$ cat src/leadoff_gpio_defines.vh
// Purpose: register offsets, field positions, reset values and timing counts
// Assumes: eight channels, four general pins
// Notes: definitions only
`ifndef LEADOFF_GPIO_DEFINES_VH
`define LEADOFF_GPIO_DEFINES_VH
`define OFF_POS_DETECT_SELECT 8'h0F
`define OFF_NEG_DETECT_SELECT 8'h10
`define OFF_DIRECTION_SWAP 8'h11
`define OFF_POS_OFF_STATUS 8'h12
`define OFF_NEG_OFF_STATUS 8'h13
`define OFF_GENERAL_IO 8'h14
`define OFF_REF_SWITCH 8'h15
`define OFF_SPARE_ZERO 8'h16
`define OFF_CONV_COMP_CFG 8'h17
`define OFF_DETECT_CONTROL 8'h04
`define OFF_CH1_SETTINGS 8'h05
`define GPIO_VALUE_MSB 7
`define GPIO_VALUE_LSB 4
`define GPIO_DIR_MSB 3
`define GPIO_DIR_LSB 0
`define REF_SWITCH_BIT 5
`define SINGLE_SHOT_BIT 3
`define COMP_ENABLE_BIT 1
`define THRESH_MSB 7
`define THRESH_LSB 5
`define ILEVEL_MSB 3
`define ILEVEL_LSB 2
`define FSEL_MSB 1
`define FSEL_LSB 0
`define RST_GENERAL_IO 8'h0F
`define RST_ZERO 8'h00
`define FSEL_DC 2'h0
`define FSEL_DIV18 2'h1
`define FSEL_DIV16 2'h2
`define FSEL_RATE4 2'h3
`define MUX_BODY_DRIVE_POS 3'h6
`define MUX_BODY_DRIVE_NEG 3'h7
`define DIV18_HALF 18'h1FFFF
`define DIV16_HALF 18'h07FFF
`endif

$ cat src/leadoff_gpio_config_regs.v
// Purpose: electrode-off, general pin and conversion-mode registers
// Assumes: host register port with one-cycle write strobe; single clock
// Notes: comparator outputs arrive asynchronously and are synchronised
`include "leadoff_gpio_defines.vh"
module leadoff_gpio_config_regs #(
	parameter NCH = 8,
	parameter NPIN = 4
) (
	input wire clk,
	input wire nrst,
	input wire reg_wr,
	input wire [7:0] reg_addr,
	input wire [7:0] reg_wdata,
	output reg [7:0] reg_rdata,
	input wire [NCH*3-1:0] channel_mux_select,
	input wire conversion_done,
	input wire rate_quarter_tick,
	input wire [NCH-1:0] positive_comparator_raw,
	input wire [NCH-1:0] negative_comparator_raw,
	input wire [NPIN-1:0] gpio_pin_in,
	output reg [NPIN-1:0] gpio_pin_out,
	output reg [NPIN-1:0] gpio_pin_oe_n,
	output reg shared_reference_switch,
	output reg single_shot_mode,
	output reg detect_comparator_enable,
	output reg [2:0] comparator_threshold_code,
	output reg [1:0] excitation_current_level,
	output reg [NCH-1:0] positive_detect_active,
	output reg [NCH-1:0] negative_detect_active,
	output reg [NCH-1:0] positive_pull_up,
	output reg [NCH-1:0] negative_pull_up,
	output reg excitation_phase,
	output reg [NCH-1:0] body_drive_to_positive,
	output reg [NCH-1:0] body_drive_to_negative,
	output reg [NCH-1:0] stream_positive_status,
	output reg [NCH-1:0] stream_negative_status
);

// ----------------------------------------
// register storage
// ----------------------------------------
reg [7:0] detection_control_q;
reg [7:0] positive_detect_select_q;
reg [7:0] negative_detect_select_q;
reg [7:0] excitation_direction_swap_q;
reg [7:0] general_io_control_q;
reg [7:0] reference_switch_control_q;
reg [7:0] spare_zero_register_q;
reg [7:0] conversion_comparator_config_q;
reg [NCH-1:0] positive_electrode_off_status_q;
reg [NCH-1:0] negative_electrode_off_status_q;
reg [NPIN-1:0] pin_value_field_q;
reg [NCH-1:0] pos_s1_q, pos_s2_q, pos_s3_q;
reg [NCH-1:0] neg_s1_q, neg_s2_q, neg_s3_q;
reg [NPIN-1:0] pin_s1_q, pin_s2_q, pin_s3_q;
reg [NCH-1:0] pos_clean_q;
reg [NCH-1:0] neg_clean_q;
reg [NPIN-1:0] pin_clean_q;
reg [17:0] excite_cnt_q;
reg excite_phase_q;
wire [NPIN-1:0] dir_is_input;
wire [1:0] fsel;
wire [17:0] half_period;
wire div_tick;
integer i;

assign dir_is_input = general_io_control_q[`GPIO_DIR_MSB:`GPIO_DIR_LSB];
assign fsel = detection_control_q[`FSEL_MSB:`FSEL_LSB];
// phase toggles each half period, so a full period spans twice the count
assign half_period = (fsel == `FSEL_DIV18) ? `DIV18_HALF : `DIV16_HALF;
assign div_tick = (excite_cnt_q == half_period);

// ----------------------------------------
// host writes
// ----------------------------------------
always @(posedge clk or negedge nrst) begin
	if (!nrst) begin
		detection_control_q <= `RST_ZERO;
		positive_detect_select_q <= `RST_ZERO;
		negative_detect_select_q <= `RST_ZERO;
		excitation_direction_swap_q <= `RST_ZERO;
		general_io_control_q <= `RST_GENERAL_IO;
		reference_switch_control_q <= `RST_ZERO;
		spare_zero_register_q <= `RST_ZERO;
		conversion_comparator_config_q <= `RST_ZERO;
		pin_value_field_q <= {NPIN{1'b0}};
	end else if (reg_wr) begin
		case (reg_addr)
		`OFF_DETECT_CONTROL: detection_control_q <= reg_wdata;
		`OFF_POS_DETECT_SELECT: positive_detect_select_q <= reg_wdata;
		`OFF_NEG_DETECT_SELECT: negative_detect_select_q <= reg_wdata;
		`OFF_DIRECTION_SWAP: excitation_direction_swap_q <= reg_wdata;
		`OFF_GENERAL_IO: begin
			general_io_control_q <= reg_wdata;
			// a write that turns a pin to output also carries its level
			for (i = 0; i < NPIN; i = i + 1) begin
				if (!reg_wdata[`GPIO_DIR_LSB + i] || !dir_is_input[i]) begin
					pin_value_field_q[i] <= reg_wdata[`GPIO_VALUE_LSB + i];
				end
			end
		end
		// reserved bits kept as written; host keeps them zero
		`OFF_REF_SWITCH: reference_switch_control_q <= reg_wdata;
		`OFF_SPARE_ZERO: spare_zero_register_q <= reg_wdata;
		`OFF_CONV_COMP_CFG: conversion_comparator_config_q <= reg_wdata;
		default: begin
		end
		endcase
	end
end

// ----------------------------------------
// input synchronisers, change accepted when stages 2 and 3 agree
// ----------------------------------------
// stage 1 may go metastable, so only stage 2 reads it
always @(posedge clk or negedge nrst) begin
	if (!nrst) begin
		pos_s1_q <= {NCH{1'b0}};
		pos_s2_q <= {NCH{1'b0}};
		pos_s3_q <= {NCH{1'b0}};
		pos_clean_q <= {NCH{1'b0}};
	end else begin
		pos_s1_q <= positive_comparator_raw;
		pos_s2_q <= pos_s1_q;
		pos_s3_q <= pos_s2_q;
		// a level seen on one edge only is treated as noise
		pos_clean_q <= ((pos_s2_q ~^ pos_s3_q) & pos_s2_q) | ((pos_s2_q ^ pos_s3_q) & pos_clean_q);
	end
end

always @(posedge clk or negedge nrst) begin
	if (!nrst) begin
		neg_s1_q <= {NCH{1'b0}};
		neg_s2_q <= {NCH{1'b0}};
		neg_s3_q <= {NCH{1'b0}};
		neg_clean_q <= {NCH{1'b0}};
	end else begin
		neg_s1_q <= negative_comparator_raw;
		neg_s2_q <= neg_s1_q;
		neg_s3_q <= neg_s2_q;
		neg_clean_q <= ((neg_s2_q ~^ neg_s3_q) & neg_s2_q) | ((neg_s2_q ^ neg_s3_q) & neg_clean_q);
	end
end

always @(posedge clk or negedge nrst) begin
	if (!nrst) begin
		pin_s1_q <= {NPIN{1'b0}};
		pin_s2_q <= {NPIN{1'b0}};
		pin_s3_q <= {NPIN{1'b0}};
		pin_clean_q <= {NPIN{1'b0}};
	end else begin
		pin_s1_q <= gpio_pin_in;
		pin_s2_q <= pin_s1_q;
		pin_s3_q <= pin_s2_q;
		pin_clean_q <= ((pin_s2_q ~^ pin_s3_q) & pin_s2_q) | ((pin_s2_q ^ pin_s3_q) & pin_clean_q);
	end
end

// ----------------------------------------
// status capture, once per conversion
// ----------------------------------------
always @(posedge clk or negedge nrst) begin
	if (!nrst) begin
		positive_electrode_off_status_q <= {NCH{1'b0}};
		negative_electrode_off_status_q <= {NCH{1'b0}};
	end else if (conversion_done) begin
		// disabled comparators report connected
		// select gating leaves unselected channels reading connected
		positive_electrode_off_status_q <= detect_comparator_enable ?
			(pos_clean_q & positive_detect_select_q[NCH-1:0]) : {NCH{1'b0}};
		negative_electrode_off_status_q <= detect_comparator_enable ?
			(neg_clean_q & negative_detect_select_q[NCH-1:0]) : {NCH{1'b0}};
	end
end

// ----------------------------------------
// ac excitation timing
// ----------------------------------------
always @(posedge clk or negedge nrst) begin
	if (!nrst) begin
		excite_cnt_q <= 18'h00000;
		excite_phase_q <= 1'b0;
	end else begin
		case (fsel)
		`FSEL_DC: begin
			// counter parked at zero so a mode change starts a full half period
			excite_cnt_q <= 18'h00000;
			excite_phase_q <= 1'b0;
		end
		`FSEL_RATE4: begin
			excite_cnt_q <= 18'h00000;
			if (rate_quarter_tick) begin
				excite_phase_q <= ~excite_phase_q;
			end
		end
		default: begin
			excite_cnt_q <= div_tick ? 18'h00000 : excite_cnt_q + 18'h00001;
			if (div_tick) begin
				excite_phase_q <= ~excite_phase_q;
			end
		end
		endcase
	end
end

// ----------------------------------------
// registered outputs
// ----------------------------------------
always @(posedge clk or negedge nrst) begin
	if (!nrst) begin
		gpio_pin_out <= {NPIN{1'b0}};
		gpio_pin_oe_n <= {NPIN{1'b1}};
		shared_reference_switch <= 1'b0;
		single_shot_mode <= 1'b0;
		detect_comparator_enable <= 1'b0;
		comparator_threshold_code <= 3'h0;
		excitation_current_level <= 2'h0;
		positive_detect_active <= {NCH{1'b0}};
		negative_detect_active <= {NCH{1'b0}};
		excitation_phase <= 1'b0;
		stream_positive_status <= {NCH{1'b0}};
		stream_negative_status <= {NCH{1'b0}};
	end else begin
		gpio_pin_out <= pin_value_field_q;
		gpio_pin_oe_n <= dir_is_input;
		shared_reference_switch <= reference_switch_control_q[`REF_SWITCH_BIT];
		single_shot_mode <= conversion_comparator_config_q[`SINGLE_SHOT_BIT];
		detect_comparator_enable <= conversion_comparator_config_q[`COMP_ENABLE_BIT];
		// analog DAC decodes 000 as 95%/5% to 111 as 70%/30%
		comparator_threshold_code <= detection_control_q[`THRESH_MSB:`THRESH_LSB];
		excitation_current_level <= detection_control_q[`ILEVEL_MSB:`ILEVEL_LSB];
		positive_detect_active <= positive_detect_select_q[NCH-1:0];
		negative_detect_active <= negative_detect_select_q[NCH-1:0];
		excitation_phase <= excite_phase_q;
		stream_positive_status <= positive_electrode_off_status_q;
		stream_negative_status <= negative_electrode_off_status_q;
	end
end

// ----------------------------------------
// per-channel pull direction and body-drive routing
// ----------------------------------------
genvar ch;
generate
	for (ch = 0; ch < NCH; ch = ch + 1) begin : g_channel
		always @(posedge clk or negedge nrst) begin
			if (!nrst) begin
				positive_pull_up[ch] <= 1'b0;
				negative_pull_up[ch] <= 1'b0;
				body_drive_to_positive[ch] <= 1'b0;
				body_drive_to_negative[ch] <= 1'b0;
			end else begin
				// dc: positive up unless swapped; ac: phase alternates direction
				positive_pull_up[ch] <=
					excitation_direction_swap_q[ch] ^ excite_phase_q ^ 1'b1;
				negative_pull_up[ch] <=
					excitation_direction_swap_q[ch] ^ excite_phase_q;
				body_drive_to_positive[ch] <=
					(channel_mux_select[ch*3 +: 3] == `MUX_BODY_DRIVE_POS);
				body_drive_to_negative[ch] <=
					(channel_mux_select[ch*3 +: 3] == `MUX_BODY_DRIVE_NEG);
			end
		end
	end
endgenerate

// ----------------------------------------
// read mux
// ----------------------------------------
always @* begin
	case (reg_addr)
	`OFF_DETECT_CONTROL: reg_rdata = detection_control_q;
	`OFF_POS_DETECT_SELECT: reg_rdata = positive_detect_select_q;
	`OFF_NEG_DETECT_SELECT: reg_rdata = negative_detect_select_q;
	`OFF_DIRECTION_SWAP: reg_rdata = excitation_direction_swap_q;
	`OFF_POS_OFF_STATUS: reg_rdata = positive_electrode_off_status_q;
	`OFF_NEG_OFF_STATUS: reg_rdata = negative_electrode_off_status_q;
	// pin levels lag a pin change by four clocks through the synchroniser
	`OFF_GENERAL_IO: reg_rdata = {pin_clean_q, dir_is_input};
	`OFF_REF_SWITCH: reg_rdata = reference_switch_control_q;
	`OFF_SPARE_ZERO: reg_rdata = spare_zero_register_q;
	`OFF_CONV_COMP_CFG: reg_rdata = conversion_comparator_config_q;
	default: reg_rdata = 8'h00;
	endcase
end

endmodule

$ cat config.mk
export PLATFORM = sky130hd
export DESIGN_NAME = leadoff_gpio_config_regs
export DESIGN_NICKNAME = d
export VERILOG_FILES = /design/src/leadoff_gpio_config_regs.v
export VERILOG_INCLUDE_DIRS = /design/src
export SDC_FILE = /design/constraint.sdc
export NUM_CORES = 1
export LEC_CHECK = 0
export BUFFER_PORTS_ARGS = -buffer_cell sky130_fd_sc_hd__buf_4
export CAP_MARGIN = 20
export CORE_MARGIN = 8
export CORE_UTILIZATION = 40
export DETAILED_ROUTE_END_ITERATION = 12
export PLACE_DENSITY = 0.6
export SETUP_SLACK_MARGIN = 0.2
export SLEW_MARGIN = 5
export SYNTH_ARGS = -nofsm -noshare
export SYNTH_HDL_FRONTEND = slang
export SYNTH_SLANG_ARGS = --single-unit
export TNS_END_PERCENT = 5
$ cat constraint.sdc
create_clock -name clk -period 3.4 [get_ports clk]
set_clock_uncertainty 0.2 [all_clocks]
set_input_delay 0.51 -clock clk [delete_from_list [all_inputs] [get_ports clk]]
set_output_delay 0.51 -clock clk [all_outputs]
set_load 0.03 [all_outputs]
==> metrics.cfg <==
[timing]
fin_crit_ps = 2890
rsz0062_at_grt = no
drv_slew = 0
setup_tns_ps = 0
period_share = 0.850
hold_viol = 0
tightest_slew_ps = 729
setup_viol = 0
fin_hold_ws_ps = 21.0
slew_headroom = 0.514
fmax_ghz = 0.346

[clock_network]
cts_buffers = 28
clockBufferDepth = 3
cts-root-buf = clkbuf_16
post_cts_buffers = 0
cts_resized = 0
cts_max_level = 1
path_clk_slew_ps = 60
clock_latency_ps = 540
cts_tree = yes
postCtsHoldBufs = 41
clkSinkCount = 260

[yosys]
syn-num-nets = 735
synthFlopType = dfrtp_1
yosysUniqueCellTypes = 44
synth_edf_count = 0
yosysSeqAreaShare = 0.685
yosysTopAreaCell = dfrtp_1
synthTopCellsByArea = dfrtp_1 (66%), mux2_2 (7.5%), ha_1 (3.2%), dfstp_2 (2.2%), mux4_2 (1.9%)
synth_area_um2 = 9510
synthTopCellsByCount = dfrtp_1 (252), mux2_2 (63), inv_1 (39), nor2_1 (26), ha_1 (24)
avgSynthCellArea_um2 = 14.7
ys_ff_latch = 260
synth.top_cell.area_share = 0.663
async_flop_share = 1.00
yosysMostFrequentCell = dfrtp_1
synthCells = 646
yosysWarnings = 0

[drt]
drt_iter0_drc = 274
drc = 0
wl_met2_um = 10700
antenna_left = 0
wl_per_cell_um = 18.2
vias = 5846
first_pass_iters = 4
vias_per_cell = 4.88
wl_met3_um = 1220
wirelength_um = 21800
drt-met1-wl_um = 9360
top_layer_used = met4

[pwr]
p_per_area_nw_per_um2 = 544
p_leak_nw = 6.16
switching_share = 0.231
sequentialPowerShare = 0.492
max-vdd-ir-drop_v = 0.000354
combPwrFrac = 0.072
switching_power_mw = 1.56
clkPwrFrac = 0.436
cell_internal_pwr_mw = 5.17

[flow_run]
maxCapViolCount = 0

[critical_path]
timing.rr.start = excite_cnt_q[0]
cp.required_ps = 2690
slowest_delay_ps = 550
cp-end-kind = primary output
worstSetupPathType = primary input to primary output
endpoint = reg_rdata[6]
cp.arrival_ps = 2180
cp_max_fo = 22
r2r_cells = 5
cp_cell_sequence = buf_4 > nor4b_1 > nand2_1 > nor2_1 > a211o_1 > buf_4
reg2reg_setup_slack_ps = 1090
critPathLaunchType = primary input
rr_endpoint = excite_cnt_q[4]
cp-startpoint = reg_addr[0]
critical_path.most_common_cell = buf_4
critical-path-slowest-cell = nor4b_1

[grt]
antenna_found_initial = 0
grt_use_total = 0.154
overflow = 0
grt_pass1_vias = 6446
grt_max_degree = 74
grt_pass1_wl_um = 35400

[run_status]
status = finished, final reports clean

[cells_and_area]
instances_no_fill = 1198
syn_to_final_growth_pct = 30.1
largest_reg_flops = 18
n_antenna_cell = 0
final_net_count = 946
largest-register = excite_cnt_q
layout-drive-gt1-share = 0.344

[placement]
post-place-cells = 1105
portBuffers = 153
place.gp.congestion = 0.786
dpl.hpwl_um = 15200

[worst_hold_path]
worstHoldPathType = primary input to flip-flop
min_path_cells = 2

[die]
die_x_um = 170
dieArea_um2 = 29000
num_rows = 56
core_um2 = 23400
start_util = 0.406
io_pins = 154
dieHeight_um = 170

[how the worst min path moves through the flow]
stage,start,end
4_1_cts,channel_mux_select[14],body_drive_to_negative[4]
5_1_grt,channel_mux_select[11],body_drive_to_negative[3]
3_5_place_dp,neg_s1_q[3],neg_s2_q[3]
2_1_floorplan,nrst,body_drive_to_negative[0]
6_report,channel_mux_select[4],body_drive_to_negative[1]
3_3_place_gp,neg_s1_q[5],neg_s2_q[5]
[power groups by stage]
| stage | Sequential [mW] | Combinational (mW) | Clock, mW |
|---|---|---|---|
| 2_1_floorplan | 3.41 | 0.143 | 0 |
| 3_3_place_gp | 3.36 | 0.445 | 0 |
| 3_5_place_dp | 3.37 | 0.458 | 0 |
| 4_1_cts | 3.31 | 0.495 | 3.02 |
| 5_1_grt | 3.32 | 0.533 | 3.14 |
| 6_report | 3.31 | 0.484 | 2.94 |
[cells by family after synthesis]
| kind of cell | Yosys count | share of synthesized area |
|---|---|---|
| buffers and inverters | 57 | 0.0239 |
| AND/OR/NAND/NOR | 117 | 0.0713 |
| multiplexers | 88 | 0.116 |
| XOR/XNOR | 16 | 0.0147 |
| flip-flops | 260 | 0.685 |
| AO/OA/AOI/OAI | 84 | 0.0575 |
| adder cells (fa/ha/maj) | 24 | 0.0316 |
[cells in the final DEF (no fill, tap or decap), types with 6 or more instances in the layout]
master / netlist / routed
nand3_1: 9 / 9
clkbuf_8: 0 / 6
inv_1: 39 / 39
a21oi_1: 12 / 12
mux4_2: 8 / 8
o22ai_1: 8 / 8
clkbuf_16: 0 / 28
a21o_1: 20 / 20
dfrtp_1: 252 / 252
dlygate4sd3_1: 0 / 41
mux2_4: 8 / 8
a22oi_1: 8 / 8
mux2_2: 63 / 63
clkinv_2: 0 / 9
nand4_1: 21 / 21
o21ai_0: 22 / 22
nand2_1: 18 / 18
dfstp_2: 8 / 8
and3_1: 11 / 11
xor2_1: 13 / 13
buf_4: 0 / 155
a211o_1: 9 / 9
ha_1: 24 / 24
nor2_1: 26 / 26
or3_1: 10 / 10
mux2i_1: 8 / 8
[layer usage]
| layer | track usage | vias up |
|---|---|---|
| met5 | 0 | - |
| met4 | 0.0454 | 0 |
| li1 | - | 2697 |
| met2 | 0.259 | 152 |
| met1 | 0.196 | 2955 |
| met3 | 0.0352 | 42 |
[worst max-delay path: cells and delay by family]
kind | cells | cell delay (ps)
buffers and inverters | 2 | 400
and+or+nand+nor | 3 | 1100
AOI/OAI and AO/OA | 1 | 160
[area by class of cell]
type	count	area (um^2)
clock buffer	37	795
clock inverter	15	124
fill	1998	11000
inverter	39	146
multi-input combinational	329	2770
sequential	260	6520
tap	319	399
timing repair buffer	199	1630
[stage by stage]
step | worst slack (ps) | cell area, um^2 | utilization | power [mW]
after floorplan | 697 | 9510 | - | 3.55
after global placement | 636 | 11000 | 0.472 | 3.80
after global routing | 392 | 12400 | 0.529 | 7.00
after CTS | 522 | 12400 | 0.529 | 6.83
after detailed placement | 528 | 11000 | 0.472 | 3.82
final | 511 | 12400 | 0.529 | 6.73
Note: power is estimated with default switching activity, not from simulation.
